--- src/hdl/adc_ctrl_pkg.sv ---
// Purpose: Shared constants and types of the converter control block.
// Assumes: One 100 MHz clock; AHB-Lite register access, word transfers.
// Notes:   Times are in ns; cycle counts are derived from them.
package adc_ctrl_pkg;

	// Clock and conversion timing
	localparam int unsigned CLK_MHZ    = 100;
	localparam int unsigned T_HOLD_NS  = 200;
	localparam int unsigned T_CONV_NS  = 2600;
	localparam int unsigned HOLD_CYC   = (T_HOLD_NS * CLK_MHZ + 999) / 1000;
	localparam int unsigned CONV_CYC   = (T_CONV_NS * CLK_MHZ + 999) / 1000;
	localparam int unsigned TMR_W      = 9;

	// Result FIFO shape
	localparam int unsigned DATA_W     = 12;
	localparam int unsigned WORD_W     = 13;
	localparam int unsigned DEPTH      = 8;
	localparam int unsigned CNT_W      = 4;
	localparam int unsigned OOR_BIT    = 12;
	localparam logic [WORD_W-1:0] FIFO_INIT = 13'h0800;

	// Register byte addresses
	localparam logic [31:0] A_FIFO     = 32'h0000_0000;
	localparam logic [31:0] A_SCR      = 32'h0000_0004;
	localparam logic [31:0] A_ISTAT    = 32'h0000_0008;
	localparam logic [31:0] A_IMASK    = 32'h0000_000C;

	// Status/control field positions
	localparam int unsigned B_AF       = 11;
	localparam int unsigned B_THR_HI   = 10;
	localparam int unsigned B_THR_LO   = 8;
	localparam int unsigned B_DIS      = 7;
	localparam int unsigned B_OVR      = 6;
	localparam int unsigned B_OOR      = 5;
	localparam int unsigned B_EMP      = 4;
	localparam int unsigned B_SOOR     = 3;
	localparam int unsigned B_CNT_HI   = 2;
	localparam int unsigned THR_W      = 3;

	// Reset values of the control fields
	localparam logic [THR_W-1:0] THR_RST  = 3'h0;
	localparam logic             DIS_RST  = 1'b0;
	localparam logic             DISO_RST = 1'b0;

	// Interrupt status bits
	localparam int unsigned IRQ_DONE   = 0;
	localparam int unsigned IRQ_AF     = 1;
	localparam int unsigned IRQ_OVR    = 2;
	localparam int unsigned IRQ_W      = 3;

	localparam logic [1:0] HTRANS_NONSEQ = 2'h2;

	typedef enum logic [1:0] {
		CV_IDLE,
		CV_HOLD,
		CV_CONV
	} conv_state_t;

endpackage : adc_ctrl_pkg

--- src/hdl/adc_ctrl.sv ---
// Purpose: Sequencing, result FIFO control and status/control register
//          of a sampling converter, reached over AHB-Lite.
// Assumes: Converter core hands sar_result and sar_overrange on sys_clk.
// Notes:   hready must be this slave's hreadyout; only word transfers.
// What this block does
// - Rising sample_start puts track/hold into hold and starts conversion.
// - sample_start is asynchronous and ignores select and bus strobes.
// - Reset loads FIFO words 0x800, raises flag, resets control register.
// - All sequencing runs from the clock; duty ratio 35/65..65/35 is fine.
// - Register-select access moves register contents over data_lines.
// - Register write sets flag behaviour, bus behaviour, FIFO reset.
// - Pointer increments per conversion and compares with threshold.
// - Flag asserts at threshold only while almost_full_disable is zero.
// - Threshold lets the flag fire after 1 to 8 stored results.
// - Pointer, overrange and flag status readable anytime; with diso_q clear, reads wait out hold settle.
// - Status reads never move FIFO words nor change the pointer.
// - Flag is active low, updated at conversion end, released on read.
// - almost_full_disable at bit 7 disables flag pin and status bit.
// - threshold_count is read/write bits 10..8, MSB first.
// - FIFO read returns word 0, words shift down, pointer decrements.
module adc_ctrl
	import adc_ctrl_pkg::*;
(
	input  wire logic              sys_clk,
	input  wire logic              nrst,
	input  wire logic              hsel,
	input  wire logic [31:0]       haddr,
	input  wire logic [1:0]        htrans,
	input  wire logic              hwrite,
	input  wire logic [2:0]        hsize,
	input  wire logic [31:0]       hwdata,
	input  wire logic              hready,
	output logic                   hreadyout,
	output logic                   hresp,
	output logic      [31:0]       hrdata,
	input  wire logic              sample_start,
	input  wire logic [DATA_W-1:0] sar_result,
	input  wire logic              sar_overrange,
	output logic                   track_hold,
	output logic                   busy_n,
	output logic                   almost_full_flag_n,
	output logic                   irq
);

	// Conversion sequencer state
	conv_state_t       state_q;
	logic [TMR_W-1:0]  tmr_q;
	logic              start_rise;
	logic              conv_done;

	// FIFO bookkeeping
	logic [CNT_W-1:0]  count_q;
	logic [CNT_W-1:0]  count_d;
	logic [WORD_W-1:0] bottom_q;
	logic              push;
	logic              pop;
	logic              overrun;
	logic              ovr_q;
	logic              oor_q;
	logic              af_n_q;
	logic              af_n_d;

	// Control fields of the status/control register
	logic [THR_W-1:0]  thr_q;
	logic              dis_q;
	logic              diso_q;

	// Bus phases
	logic              take;
	logic              rd_ph_q;
	logic              wr_ph_q;
	logic              rd_ok_q;
	logic [31:0]       ph_addr_q;
	logic              rd_stall;
	logic              rd_go;
	logic [31:0]       rd_val;
	logic              scr_wr;
	logic              soft_rst;
	logic              mask_wr;
	logic              istat_rd;
	logic              fifo_rd;

	// Interrupt registers
	logic [IRQ_W-1:0]  istat_q;
	logic [IRQ_W-1:0]  imask_q;
	logic [IRQ_W-1:0]  irq_ev;

	// Word count as shown in the low three status bits
	function automatic logic [2:0] cnt_field(input logic [CNT_W-1:0] w);
		cnt_field = (w == 4'h0) ? 3'h0 : 3'(w - 4'h1);
	endfunction : cnt_field

	// Code n means the flag fires when n+1 words are held
	function automatic logic reached(input logic [CNT_W-1:0] w,
		input logic [THR_W-1:0] t);
		reached = w > {1'b0, t};
	endfunction : reached

	// Start pin is sampled on its own, never gated by the bus
	edge_sync u_start_sync (
		.sys_clk (sys_clk),
		.nrst    (nrst),
		.pin_in  (sample_start),
		.level_q (),
		.rise    (start_rise)
	);

	// Converter sequence: hold settle, then conversion, all on sys_clk
	always_ff @(posedge sys_clk or negedge nrst) begin
		if (!nrst) begin
			state_q <= CV_IDLE;
			tmr_q   <= '0;
		end else if (soft_rst) begin
			state_q <= CV_IDLE;
			tmr_q   <= '0;
		end else begin
			case (state_q)
				CV_IDLE: begin
					if (start_rise) begin
						state_q <= CV_HOLD;
						tmr_q   <= TMR_W'(HOLD_CYC - 1);
					end
				end
				CV_HOLD: begin
					if (tmr_q == '0) begin
						state_q <= CV_CONV;
						tmr_q   <= TMR_W'(CONV_CYC - 1);
					end else begin
						tmr_q <= tmr_q - 1'b1;
					end
				end
				CV_CONV: begin
					if (tmr_q == '0) begin
						state_q <= CV_IDLE;
					end else begin
						tmr_q <= tmr_q - 1'b1;
					end
				end
				default: begin
					state_q <= CV_IDLE;
				end
			endcase
		end
	end

	assign conv_done = (state_q == CV_CONV) && (tmr_q == '0);

	// Pin outputs from flops; edges arriving mid-conversion are dropped
	always_ff @(posedge sys_clk or negedge nrst) begin
		if (!nrst) begin
			track_hold <= 1'b0;
			busy_n     <= 1'b1;
		end else if (soft_rst) begin
			track_hold <= 1'b0;
			busy_n     <= 1'b1;
		end else begin
			track_hold <= (state_q == CV_IDLE) ? start_rise :
				!conv_done;
			busy_n <= (state_q == CV_IDLE) ? !start_rise :
				!(state_q == CV_HOLD && tmr_q != '0);
		end
	end

	// FIFO moves: push at conversion end, pop only on a data read
	assign pop     = fifo_rd && (count_q != '0);
	assign push    = conv_done &&
		((count_q != CNT_W'(DEPTH)) || pop);
	assign overrun = conv_done && !push;

	always_comb begin
		count_d = count_q;
		if (push && !pop) begin
			count_d = count_q + 4'h1;
		end else if (pop && !push) begin
			count_d = count_q - 4'h1;
		end
	end

	fifo_shift_mem u_mem (
		.sys_clk  (sys_clk),
		.nrst     (nrst),
		.clear    (soft_rst),
		.push     (push),
		.pop      (pop),
		.count    (count_q),
		.wr_word  ({sar_overrange, sar_result}),
		.bottom_q (bottom_q)
	);

	// Pointer and sticky FIFO status; status reads never touch them
	always_ff @(posedge sys_clk or negedge nrst) begin
		if (!nrst) begin
			count_q <= '0;
			ovr_q   <= 1'b0;
			oor_q   <= 1'b0;
		end else if (soft_rst) begin
			count_q <= '0;
			ovr_q   <= 1'b0;
			oor_q   <= 1'b0;
		end else begin
			count_q <= count_d;
			ovr_q   <= ovr_q || overrun;
			if (push && sar_overrange) begin
				oor_q <= 1'b1;
			end else if (count_d == '0) begin
				oor_q <= 1'b0;
			end
		end
	end

	// Flag: compare at conversion end, release on read below threshold
	always_comb begin
		af_n_d = af_n_q;
		if (dis_q) begin
			af_n_d = 1'b1;
		end else if (conv_done) begin
			af_n_d = !reached(count_d, thr_q);
		end else if (pop && !reached(count_d, thr_q)) begin
			af_n_d = 1'b1;
		end
	end

	always_ff @(posedge sys_clk or negedge nrst) begin
		if (!nrst) begin
			af_n_q <= 1'b1;
		end else if (soft_rst) begin
			af_n_q <= 1'b1;
		end else begin
			af_n_q <= af_n_d;
		end
	end

	assign almost_full_flag_n = af_n_q;

	// Control fields; the reset bit acts without being stored
	always_ff @(posedge sys_clk or negedge nrst) begin
		if (!nrst) begin
			thr_q  <= THR_RST;
			dis_q  <= DIS_RST;
			diso_q <= DISO_RST;
		end else if (soft_rst) begin
			thr_q  <= THR_RST;
			dis_q  <= DIS_RST;
			diso_q <= DISO_RST;
		end else if (scr_wr) begin
			thr_q  <= hwdata[B_THR_HI:B_THR_LO];
			dis_q  <= hwdata[B_DIS];
			diso_q <= hwdata[B_OOR];
		end
	end

	// Address phase; a new one is only taken while hready is high
	assign take = hsel && (htrans == HTRANS_NONSEQ) && hready;

	always_ff @(posedge sys_clk or negedge nrst) begin
		if (!nrst) begin
			rd_ph_q   <= 1'b0;
			wr_ph_q   <= 1'b0;
			ph_addr_q <= '0;
		end else if (hready) begin
			rd_ph_q <= take && !hwrite;
			wr_ph_q <= take && hwrite;
			if (take) begin
				ph_addr_q <= haddr;
			end
		end
	end

	// Reads wait while busy unless outputs are allowed then
	assign rd_stall  = !diso_q && !busy_n;
	assign rd_go     = rd_ph_q && !rd_ok_q && !rd_stall;
	assign hreadyout = !(rd_ph_q && !rd_ok_q);
	assign hresp     = 1'b0;

	// Side effects of the data phase
	assign scr_wr   = wr_ph_q && hready && (ph_addr_q == A_SCR);
	assign soft_rst = scr_wr && hwdata[B_OVR];
	assign mask_wr  = wr_ph_q && hready && (ph_addr_q == A_IMASK);
	assign istat_rd = rd_go && (ph_addr_q == A_ISTAT);
	assign fifo_rd  = rd_go && (ph_addr_q == A_FIFO);

	// Read mux; unmapped addresses read zero
	always_comb begin
		rd_val = '0;
		case (ph_addr_q)
			A_FIFO: begin
				rd_val[DATA_W-1:0] = bottom_q[DATA_W-1:0];
			end
			A_SCR: begin
				rd_val[B_AF]              = af_n_q;
				rd_val[B_THR_HI:B_THR_LO] = thr_q;
				rd_val[B_DIS]             = dis_q;
				rd_val[B_OVR]             = ovr_q;
				rd_val[B_OOR]             = oor_q;
				rd_val[B_EMP]             = (count_q == '0);
				rd_val[B_SOOR]            = bottom_q[OOR_BIT];
				rd_val[B_CNT_HI:0]        = cnt_field(count_q);
			end
			A_ISTAT: begin
				rd_val[IRQ_W-1:0] = istat_q;
			end
			A_IMASK: begin
				rd_val[IRQ_W-1:0] = imask_q;
			end
			default: begin
				rd_val = '0;
			end
		endcase
	end

	// Read data held in a flop until the next read is served
	always_ff @(posedge sys_clk or negedge nrst) begin
		if (!nrst) begin
			rd_ok_q <= 1'b0;
			hrdata  <= '0;
		end else if (rd_go) begin
			rd_ok_q <= 1'b1;
			hrdata  <= rd_val;
		end else if (hready) begin
			rd_ok_q <= 1'b0;
		end
	end

	// Interrupt events: result stored, flag asserted, result lost
	assign irq_ev[IRQ_DONE] = push;
	assign irq_ev[IRQ_AF]   = af_n_q && !af_n_d;
	assign irq_ev[IRQ_OVR]  = overrun;

	// Sticky status; a new event beats the clear of the same read
	always_ff @(posedge sys_clk or negedge nrst) begin
		if (!nrst) begin
			istat_q <= '0;
		end else begin
			istat_q <= (istat_rd ? '0 : istat_q) | irq_ev;
		end
	end

	always_ff @(posedge sys_clk or negedge nrst) begin
		if (!nrst) begin
			imask_q <= '0;
		end else if (mask_wr) begin
			imask_q <= hwdata[IRQ_W-1:0];
		end
	end

	assign irq = |(istat_q & imask_q);

endmodule : adc_ctrl

--- src/hdl/edge_sync.sv ---
// Purpose: Brings an asynchronous pin into sys_clk and flags rising edges.
// Assumes: Input may change at any moment relative to the clock.
// Notes:   A change counts once the second and third stages agree.
module edge_sync (
	input  wire logic sys_clk,
	input  wire logic nrst,
	input  wire logic pin_in,
	output logic      level_q,
	output logic      rise
);

	logic [2:0] stage_q;

	// Three-stage chain; stage 0 feeds only stage 1
	always_ff @(posedge sys_clk or negedge nrst) begin
		if (!nrst) begin
			stage_q <= 3'h0;
		end else begin
			stage_q <= {stage_q[1:0], pin_in};
		end
	end

	// Accepted level moves only on agreement, filtering one-cycle glitches
	always_ff @(posedge sys_clk or negedge nrst) begin
		if (!nrst) begin
			level_q <= 1'b0;
		end else if (stage_q[1] == stage_q[2]) begin
			level_q <= stage_q[2];
		end
	end

	assign rise = (stage_q[1] == stage_q[2]) && stage_q[2] && !level_q;

endmodule : edge_sync

--- src/hdl/fifo_shift_mem.sv ---
// Purpose: Eight-word shift-down result store with the oldest word at 0.
// Assumes: Caller never pops when empty nor pushes when full without pop.
// Notes:   Word 0 is a flop, so read data always comes from a register.
module fifo_shift_mem
	import adc_ctrl_pkg::*;
(
	input  wire logic              sys_clk,
	input  wire logic              nrst,
	input  wire logic              clear,
	input  wire logic              push,
	input  wire logic              pop,
	input  wire logic [CNT_W-1:0]  count,
	input  wire logic [WORD_W-1:0] wr_word,
	output logic      [WORD_W-1:0] bottom_q
);

	logic [WORD_W-1:0] mem_q [DEPTH];
	logic [CNT_W-1:0]  wr_idx;

	// New word lands just above the survivors of a same-cycle pop
	assign wr_idx = pop ? count - 4'h1 : count;

	// Reset and clear load the idle pattern into every word
	always_ff @(posedge sys_clk or negedge nrst) begin
		if (!nrst) begin
			for (int i = 0; i < DEPTH; i++) begin
				mem_q[i] <= FIFO_INIT;
			end
		end else if (clear) begin
			for (int i = 0; i < DEPTH; i++) begin
				mem_q[i] <= FIFO_INIT;
			end
		end else begin
			for (int i = 0; i < DEPTH - 1; i++) begin
				if (push && wr_idx == CNT_W'(i)) begin
					mem_q[i] <= wr_word;
				end else if (pop) begin
					mem_q[i] <= mem_q[i+1];
				end
			end
			if (push && wr_idx == CNT_W'(DEPTH - 1)) begin
				mem_q[DEPTH-1] <= wr_word;
			end
		end
	end

	assign bottom_q = mem_q[0];

endmodule : fifo_shift_mem
--- config.mk ---
export PLATFORM = sky130hd
export DESIGN_NAME = adc_ctrl
export DESIGN_NICKNAME = d
export VERILOG_FILES = /design/src/hdl/adc_ctrl_pkg.sv /design/src/hdl/adc_ctrl.sv /design/src/hdl/edge_sync.sv /design/src/hdl/fifo_shift_mem.sv
export SDC_FILE = /design/constraint.sdc
export NUM_CORES = 1
export LEC_CHECK = 0
export BUFFER_PORTS_ARGS = -buffer_cell sky130_fd_sc_hd__buf_2
export CAP_MARGIN = 0
export CORE_ASPECT_RATIO = 1.1
export CORE_MARGIN = 10
export CORE_UTILIZATION = 45
export CTS_CLUSTER_SIZE = 16
export DETAILED_ROUTE_END_ITERATION = 16
export PLACE_DENSITY = 0.67
export SLEW_MARGIN = 20
export SYNTH_ARGS = -nofsm -noshare
export SYNTH_HDL_FRONTEND = slang
export SYNTH_SLANG_ARGS = --single-unit
--- constraint.sdc ---
create_clock -name sys_clk -period 3.55 [get_ports sys_clk]
set_input_delay 0.71 -clock sys_clk [delete_from_list [all_inputs] [get_ports sys_clk]]
set_output_delay 0.71 -clock sys_clk [all_outputs]
set_load 0.005 [all_outputs]
* After elaboration in Yosys (flattened, before gate mapping)
Index checks and enable logic that the tools add are counted.
Word-level totals: bits in registers 186, bits of input ports 88
Operators by class: $add $sub $neg 3, $lt $le $gt $ge 1, equality and inequality tests 19, multiplexer cells 54, bitwise logic cells 2, reduce and logical (&&, ||, !) cells 73
Operators with widths (number):
- $mux W13 | 15
- $mux W104 | 1
- $eq A32 B4 Y1 const B | 2
- $mux W9 | 4
- $logic_and A1 B1 Y1 | 33
- $eq A32 B3 Y1 const B | 1
- $logic_not A32 Y1 | 1
- $pmux W9 S3 | 1
- $reduce_bool A3 Y1 | 8
- $mux W1 | 18
- $pmux W9 S2 | 1
- $eq A4 B3 Y1 const B | 4
- $mux W4 | 4
- $logic_not A1 Y1 | 14
- $logic_not A4 Y1 | 3
- $mux W3 | 4
- $pmux W3 S4 | 1
- $logic_not A9 Y1 | 1
- $ne A3 B3 Y1 const B | 3
- $reduce_bool A9 Y1 | 1
- $sub A9 B1 Y9 const B | 1
- $eq A4 B2 Y1 const B | 2
- $mux W2 | 4
- $reduce_bool A4 Y1 | 2
- other kinds (18) | 23

* Depth between registers and ports, before layout
Gate-level depths: netlist of run 1.
word-level depth 21, depth in mapped cells 18, gate-level depth less buffers 15

* Cells and area by module
A second synthesis of run 1 with hierarchy kept.
Unflattened totals: cells, all modules 939, area total of the unflattened synthesis 10466.3 um^2
By module, submodules not included:
- fifo_shift_mem | times used 1, cells an instance 538, area an instance 6294.8 um^2, seq. area each 2612.5 um^2
- adc_ctrl | times used 1, cells an instance 394, area an instance 4037.6 um^2, seq. area each 1954.4 um^2
- edge_sync | times used 1, cells an instance 7, area an instance 133.9 um^2, seq. area each 100.1 um^2

* Worst setup path after synthesis of run 1
No wires, ideal clock.
path kind flip-flop to flip-flop, start point register count_q[0], end point register istat_q[1], data arrival time 3.472 ns, data required time 3.429 ns, setup slack -0.043 ns, cell stages (with the launch flop) 15, clock period less this slack 3.593 ns, cells stage by stage dfrtp_1 clkbuf_1 inv_1 ha_1 or3b_1 nand4b_1 or3_1 buf_4 o311ai_0 ha_1 a21o_1 a21oi_1 a31oi_1 or2_1 a22o_1
Between the ends: longest elaborated chain between the ends 17
RTL lines:
- start, declared | RTL line adc_ctrl.sv:52 | logic [CNT_W-1:0] count_q;
- start signal, assigned | RTL line adc_ctrl.sv:201 | count_q <= count_d;
- $reduce_bool A4 Y1 | RTL line adc_ctrl.sv:165 | assign pop = fifo_rd && (count_q != '0);
- $logic_and A1 B1 Y1 | RTL line adc_ctrl.sv:165
- $logic_or A1 B1 Y1 | RTL line adc_ctrl.sv:167 | ((count_q != CNT_W'(DEPTH)) || pop);
- $logic_and A1 B1 Y1 | RTL line adc_ctrl.sv:166 | assign push = conv_done &&
- $logic_not A1 Y1 | RTL line adc_ctrl.sv:174 | end else if (pop && !push) begin
- $logic_and A1 B1 Y1 | RTL line adc_ctrl.sv:174
- $mux W4 | RTL line adc_ctrl.sv:174
- $mux W4 | RTL line adc_ctrl.sv:172 | if (push && !pop) begin
- $gt A4 B3 Y1 | RTL line adc_ctrl.sv:96 | reached = w > {1'b0, t};
- $logic_not A1 Y1 | RTL line adc_ctrl.sv:217, adc_ctrl.sv:218
- $logic_and A1 B1 Y1 | RTL line adc_ctrl.sv:218 | end else if (pop && !reached(count_d, thr_q)) begin
- $mux W1 | RTL line adc_ctrl.sv:218
- $mux W1 (*) | RTL line adc_ctrl.sv:216 | end else if (conv_done) begin
- $mux W1 (*) | RTL line adc_ctrl.sv:214 | if (dis_q) begin
- $logic_not A1 Y1 (*) | RTL line adc_ctrl.sv:326 | assign irq_ev[IRQ_AF] = af_n_q && !af_n_d;
- $logic_and A1 B1 Y1 (*) | RTL line adc_ctrl.sv:326
- $or A3 B3 Y3 (*) | RTL line adc_ctrl.sv:334 | istat_q <= (istat_rd ? '0 : istat_q) | irq_ev;
- end signal, assigned | RTL line adc_ctrl.sv:334
- end, declared | RTL line adc_ctrl.sv:84 | logic [IRQ_W-1:0] istat_q;
Mark *: on every way between the ends. The rest lies on a longest branch, timed or not. A chain may end at the register's enable or synchronous reset.

* Final worst setup path of run 1
start point register count_q[1], end point register istat_q[1]
Same word-level chain as after synthesis.

==> results.yml, run 1 <==
setup_path:
  worst-path-max-fanout: 25
  crit_required_ps: 3880
  slowest_delay_ps: 400
  path_cells: "inv_1 > ha_1 > or3b_1 > nand4b_1 > or3_2 > buf_4 > nand4_1 > o211ai_1 > ha_1 > a21oi_1 > a31oi_1 > or2_1 > a22o_1"
  critPathTopFamily: "simple AND/OR/NAND/NOR gates"
  critPathBufInv: 2
  start_kind: "flip-flop"
  path_common_cell: "ha_1"
  slowest_stage: "or3b_1"
  crit_type: "flip-flop to flip-flop"
  cp.arrival_ps: 3660
  crit_path_end_kind: "flip-flop"
route:
  first_pass_iters: 5
  drt-total-wl_um: 23100
  vias_per_cell: 5.60
  wire_per_inst_um: 17.8
  postRouteAntennaNets: 0
  met3_length_um: 1160
  drt-met1-wl_um: 10200
  maxUsedRoutingLayer: "met4"
  vias: 7256
  wl_met2_um: 11400
  drtIter0Drc: 603
  drc_errors: 0
synth:
  synthTopCellsByArea: "dfrtp_1 46%, mux2i_1 7.8%, o31ai_1 5.7%"
  synth_top_family_by_area: "simple AND/OR/NAND/NOR gates"
  synth_xor_area_share_pct: 0.364
  yosysUniqueCellTypes: 66
  yosysTopAreaCell: "dfrtp_1"
  synthAdderAreaFrac_pct: 1.43
  ys_seq_area_share_pct: 48.5
  synth-simple-area-share_pct: 17.3
  synth_ff_type: "dfrtp_1"
  synth_mux_area_share_pct: 12.6
  synth_top_area_share_pct: 45.8
  synth_edf_count: 0
  netlist_instances: 933
  yosys_warnings: 0
  synthArstFlopShare_pct: 100
  synth_compound_area_share_pct: 13.5
  syn_area_per_cell_um2: 10.3
  netlist_area_um2: 9630
  ys_ff_latch: 186
timing:
  fin_worst_skew_ps: 10.7
  rsz0062_at_grt: "false"
  fmax_mhz: 300
  setup_viol: 0
  setup_tns_ps: 0
  fin_crit_sh_pct: 93.9
  max-slew-margin-rel_pct: 40.4
  fin_ws_ps: 216
  max_slew.worst_pin.slew_ps: 887
  maxSlewViolCount: 0
  min_period_ps: 3330
  holdWs_ps: 264
  hold_violations: 0
global_route:
  grt_pass1_wl_um: 38400
  track_usage_pct: 16.7
  grt_max_degree: 115
  antenna_found_initial: 0
  grt_pass1_vias: 7356
  grt-ovfl-total: 0
floorplan:
  die_h_um: 173
  start_util_pct: 45.5
  rows: 56
  die_area_um2: 27600
  io_pins: 126
  fp.dieW_um: 159
  fp.coreArea_um2: 21200
clock_network:
  cts_hold_buffers: 0
  htreeDepth: 4
  clk_pin_slew_worst_paths_ps: 70
  clock_latency_ps: 450
  clock_path_buffers: 2
  root_buffer: "clkbuf_16"
  cts_tree: "done"
  cts_inserted_buffers: 17
  cts_resized: 0
  cts.sinks: 186
  post-cts-setup-buffer-count: 0
min_path:
  hp-class: "input pin to async pin"
power:
  leakagePower_nw: 4.59
  ir_drop_mv: 0.374
  powerDensity_nw_per_um2: 534
  power_w: 0.00588
job:
  drv_cap: 0
layout:
  area_growth_pct: 14.3
  nets: 1091
  drive_gt1_share_pct: 22.2
  diodes: 0
  fin_cells: 1295
outcome:
  status: "completed"
placement:
  portBuffers: 78
  dp_hpwl_um: 15000
  place_congestion: 0.866
  place_inst: 1263
  dp_slack_ps: 340
==> cells in the final DEF (no fill, tap or decap), types with 20 or more instances in the layout <==
master / instances
nor2_1: 68
conb_1: 21
mux2i_1: 75
o31ai_1: 73
buf_4: 24
inv_1: 20
nand2_1: 74
nand3_1: 101
o21ai_0: 34
mux2_2: 40
buf_2: 77
dfrtp_1: 176
==> registers in the layout, summed over array words and instances, names as in the netlist, 2 cells and up <==
signal	count
state_q	2
u_mem.mem_q	91
thr_q	3
imask_q	3
u_mem.bottom_q	13
ph_addr_q	32
hrdata	12
istat_q	3
count_q	4
u_start_sync.stage_q	3
tmr_q	9
==> final timing paths <==
check / to / from / depth (start not counted) / slack, ps
hold reg to reg: u_start_sync.stage_q[1] / u_start_sync.stage_q[0] / 0 / 350
hold / removal: u_mem.mem_q[48] / nrst / 1 / 260
setup reg to reg: istat_q[1] / count_q[1] / 13 / 220
setup / recovery: istat_q[1] / count_q[1] / 13 / 220
min in group sys_clk: u_start_sync.stage_q[1] / u_start_sync.stage_q[0] / 0 / 350
max in group asynchronous: u_mem.mem_q[26] / nrst / 2 / 2400
==> report_power, final <==
group          switching (W)  total, W  internal [W]  leakage [nW]
combinational       0.000605   0.00111      0.000508          2.24
sequential          0.000195   0.00260       0.00240          2.02
clock               0.000866   0.00217       0.00130         0.323
total                0.00167   0.00588       0.00421          4.59
==> stage by stage <==
| stage | cell area, um^2 | utilization (%) |
|---|---|---|
| global route | 11000 | 52.0 |
| detailed placement | 10300 | 48.8 |
| global placement | 10300 | 48.8 |
| CTS | 11000 | 51.9 |
| finish | 11000 | 52.0 |
| floorplan | 9700 | - |
==> Yosys cell counts (3+ instances only) <==
| cell | n |
|---|---|
| a31oi_1 | 5 |
| mux2i_1 | 75 |
| a22o_1 | 4 |
| nor4_1 | 4 |
| or3_1 | 6 |
| or4_1 | 3 |
| xnor2_1 | 3 |
| a21oi_1 | 17 |
| buf_2 | 11 |
| nand2b_1 | 8 |
| a221oi_1 | 8 |
| dfrtp_1 | 176 |
| nor2_1 | 68 |
| buf_6 | 9 |
| buf_1 | 3 |
| inv_1 | 20 |
| nand4_1 | 5 |
| nand2_1 | 74 |
| clkbuf_1 | 41 |
| and2_1 | 4 |
| nand3_1 | 101 |
| mux2_2 | 40 |
| o21ai_1 | 12 |
| o21ai_0 | 34 |
| nor3_4 | 6 |
| buf_4 | 27 |
| nor4_2 | 7 |
| o31ai_1 | 73 |
| ha_1 | 11 |
| a22oi_1 | 3 |
| a311oi_1 | 3 |
| nor3_1 | 14 |
| o32a_4 | 3 |
| dfstp_2 | 10 |
| or2_2 | 3 |
| nor2b_1 | 3 |
==> kinds of logic (layout without fill, tap and decap cells) <==
logic type / count (synthesis) / count (layout)
simple gates: 321 / 321
flops: 186 / 186
compound gates: 182 / 182
mux: 116 / 116
fa+ha+maj: 11 / 11
xor+xnor: 4 / 4
other cells: 1 / 21
buf+inv: 112 / 164
==> routing by layer <==
metal  up-vias  track usage, %
met1      3558            21.2
met4         0            5.53
met3        23            3.71
li1       3472               -
met2       203            27.7
met5         -               0
==> worst reg2reg max path, cell delays in order (launching register included) <==
cell	delay (ps)
dfrtp_1	390
inv_1	100
ha_1	180
or3b_1	400
nand4b_1	140
or3_2	210
buf_4	390
nand4_1	170
o211ai_1	320
ha_1	310
a21oi_1	140
a31oi_1	60
or2_1	230
a22o_1	190
==> cell type report <==
| class | count | area (um^2) |
|---|---|---|
| tap | 290 | 363 |
| multi-input combinational | 655 | 4450 |
| clock buffer | 20 | 457 |
| timing repair buffer | 112 | 779 |
| fill | 1943 | 10200 |
| inverter | 20 | 75.1 |
| clock inverter | 12 | 213 |
| sequential | 186 | 4670 |
(Power assumes the default switching activity.)
==> run 2: changes to the inputs <==
ABC_CLOCK_PERIOD_IN_PS = 3550   (was default)
CELL_PAD_IN_SITES_DETAIL_PLACEMENT = 1   (was default)
CELL_PAD_IN_SITES_GLOBAL_PLACEMENT = 1   (was default)
CORE_UTILIZATION = 41   (was 45)
PLACE_DENSITY = default   (was 0.67)
PLACE_DENSITY_LB_ADDON = 0.1   (was default)
==> results.yml, run 2 (synthesis gave the netlist of run 1 again) <==
floorplan:
  start_util_pct: 41.8
  rows: 58
  die_h_um: 181
  fp.dieW_um: 166
  io_pins: 126
  die_area_um2: 30000
  fp.coreArea_um2: 23000
global_route:
  grt_pass1_vias: 8039
  track_usage_pct: 17.5
  grt_max_degree: 115
  antenna_found_initial: 0
  grt-ovfl-total: 0
  grt_pass1_wl_um: 43300
setup_path:
  worst-path-max-fanout: 8
  crit_path_end_kind: "flip-flop"
  path_cells: "or4_1 > or4_1 > nor2_1 > mux2i_4 > xnor2_2 > inv_1 > ha_1 > inv_1 > a21o_1 > a21oi_1 > a31oi_1 > or2_1 > a22o_1"
  worstSetupStartpoint: "tmr_q[3]"
  crit_required_ps: 3880
  cp.arrival_ps: 3620
  start_kind: "flip-flop"
  worstReg2RegEnd: "istat_q[1]"
  r2r_cells: 13
  slowest_delay_ps: 610
  slowest_stage: "or4_1"
  crit_type: "flip-flop to flip-flop"
  r2r-start: "tmr_q[3]"
  rrSetupSlack_ps: 260
clock_network:
  clock_latency_ps: 440
  root_buffer: "clkbuf_16"
  clock_path_buffers: 2
  cts_tree: "done"
  clk_pin_slew_worst_paths_ps: 80
  post-cts-setup-buffer-count: 0
  htreeDepth: 4
  cts_inserted_buffers: 17
  cts.sinks: 186
route:
  wire_per_inst_um: 19.9
  first_pass_iters: 7
  drtIter0Drc: 418
  drt-total-wl_um: 26100
  drc_errors: 0
  vias_per_cell: 5.59
  postRouteAntennaNets: 0
  vias: 7335
placement:
  postPlaceCellArea_um2: 10400
  portBuffers: 78
  place_congestion: 0.805
  place_inst: 1280
  dp_hpwl_um: 17300
timing:
  fin_crit_sh_pct: 92.8
  max_slew.worst_pin.slew_ps: 861
  setup_tns_ps: 0
  hold_violations: 0
  rsz0062_at_grt: "false"
  holdWs_ps: 319
  setup_viol: 0
  max-slew-margin-rel_pct: 42.1
  fmax_mhz: 303
  min_period_ps: 3290
  fin_worst_skew_ps: 14.6
  maxSlewViolCount: 0
job:
  drv_cap: 0
power:
  power_w: 0.00571
  ir_drop_mv: 0.351
  leakagePower_nw: 4.60
  powerDensity_nw_per_um2: 517
layout:
  largest-register: "u_mem.mem_q"
  area_growth_pct: 14.6
  diodes: 0
  drive_gt1_share_pct: 22.9
  largest_reg_flops: 91
  nFillCells: 2564
  fin_cells: 1312
  final_common_cell: "dfrtp_1"
  final_cell_mix: "176 x dfrtp_1, 101 x nand3_1, 77 x buf_2, 74 x nand2_1, 74 x mux2i_1"
  design_area_um2: 11000
  nets: 1098
min_path:
  hp-class: "input pin to async pin"
outcome:
  status: "completed"
run 2: cell types whose count changed in the layout (fill, tap and decap cells not counted), moves of 2 or more:
cell,previous run,this run
clkinv_2,0,2
clkinv_4,4,1
inv_6,1,5
buf_4,24,29
bufinv_16,5,1
run 2: worst max-delay path, delay by kind of cell (launching register included):
family,cells,cell delay [ps]
compound gates,4,530
xor+xnor,1,170
fa+ha+maj,1,140
buf+inv,2,130
flops,1,460
mux,1,110
simple gates,4,1640
run 2: timing repair:
action | 4_1_cts | 5_1_grt
endpoints found under the setup margin | 0 | 2
resized for setup | 0 | 10
hold buffers | 0 | 0
hold endpoints to repair | 0 | 0
run 2: layout make-up:
type | instances | area [um^2] | share of cell area [%]
Inverter | 20 | 75.1 | 0.681
Timing Repair Buffer | 119 | 852 | 7.72
Clock buffer | 20 | 457 | 4.14
Sequential cell | 186 | 4670 | 42.3
Clock inverter | 12 | 131 | 1.19
Multi-Input combinational cell | 655 | 4470 | 40.6
Tap cell | 300 | 375 | 3.40
run 2: worst max path at each step:
stage                            end  slack [ps]  cells past startpoint
after global routing      istat_q[1]          20                     13
after global placement    istat_q[1]         220                     15
after CTS                 istat_q[1]         150                     15
final                     istat_q[1]         260                     13
after floorplan           istat_q[1]         130                     14
after detailed placement  istat_q[1]         190                     15
run 2: stage by stage:
| stage | utilization [%] | setup WS [ps] |
|---|---|---|
| floorplan | - | 131 |
| global placement | 45.2 | 216 |
| detailed placement | 45.2 | 189 |
| CTS | 47.8 | 152 |
| global route | 48.0 | 15.7 |
| finish | 48.0 | 255 |
run 2: power by group:
part | switching, W | leakage (nW) | internal, W
clock | 0.000909 | 0.293 | 0.00103
sequential | 0.000192 | 2.02 | 0.00240
combinational | 0.000645 | 2.29 | 0.000528
run 2: layer usage:
metal	part of all wire (%)	track usage [%]	routed length, um
met3	3.0	3.21	794
met5	0	0	0
met1	45	21.7	11700
met2	51	30.3	13300
met4	1.6	5.21	411
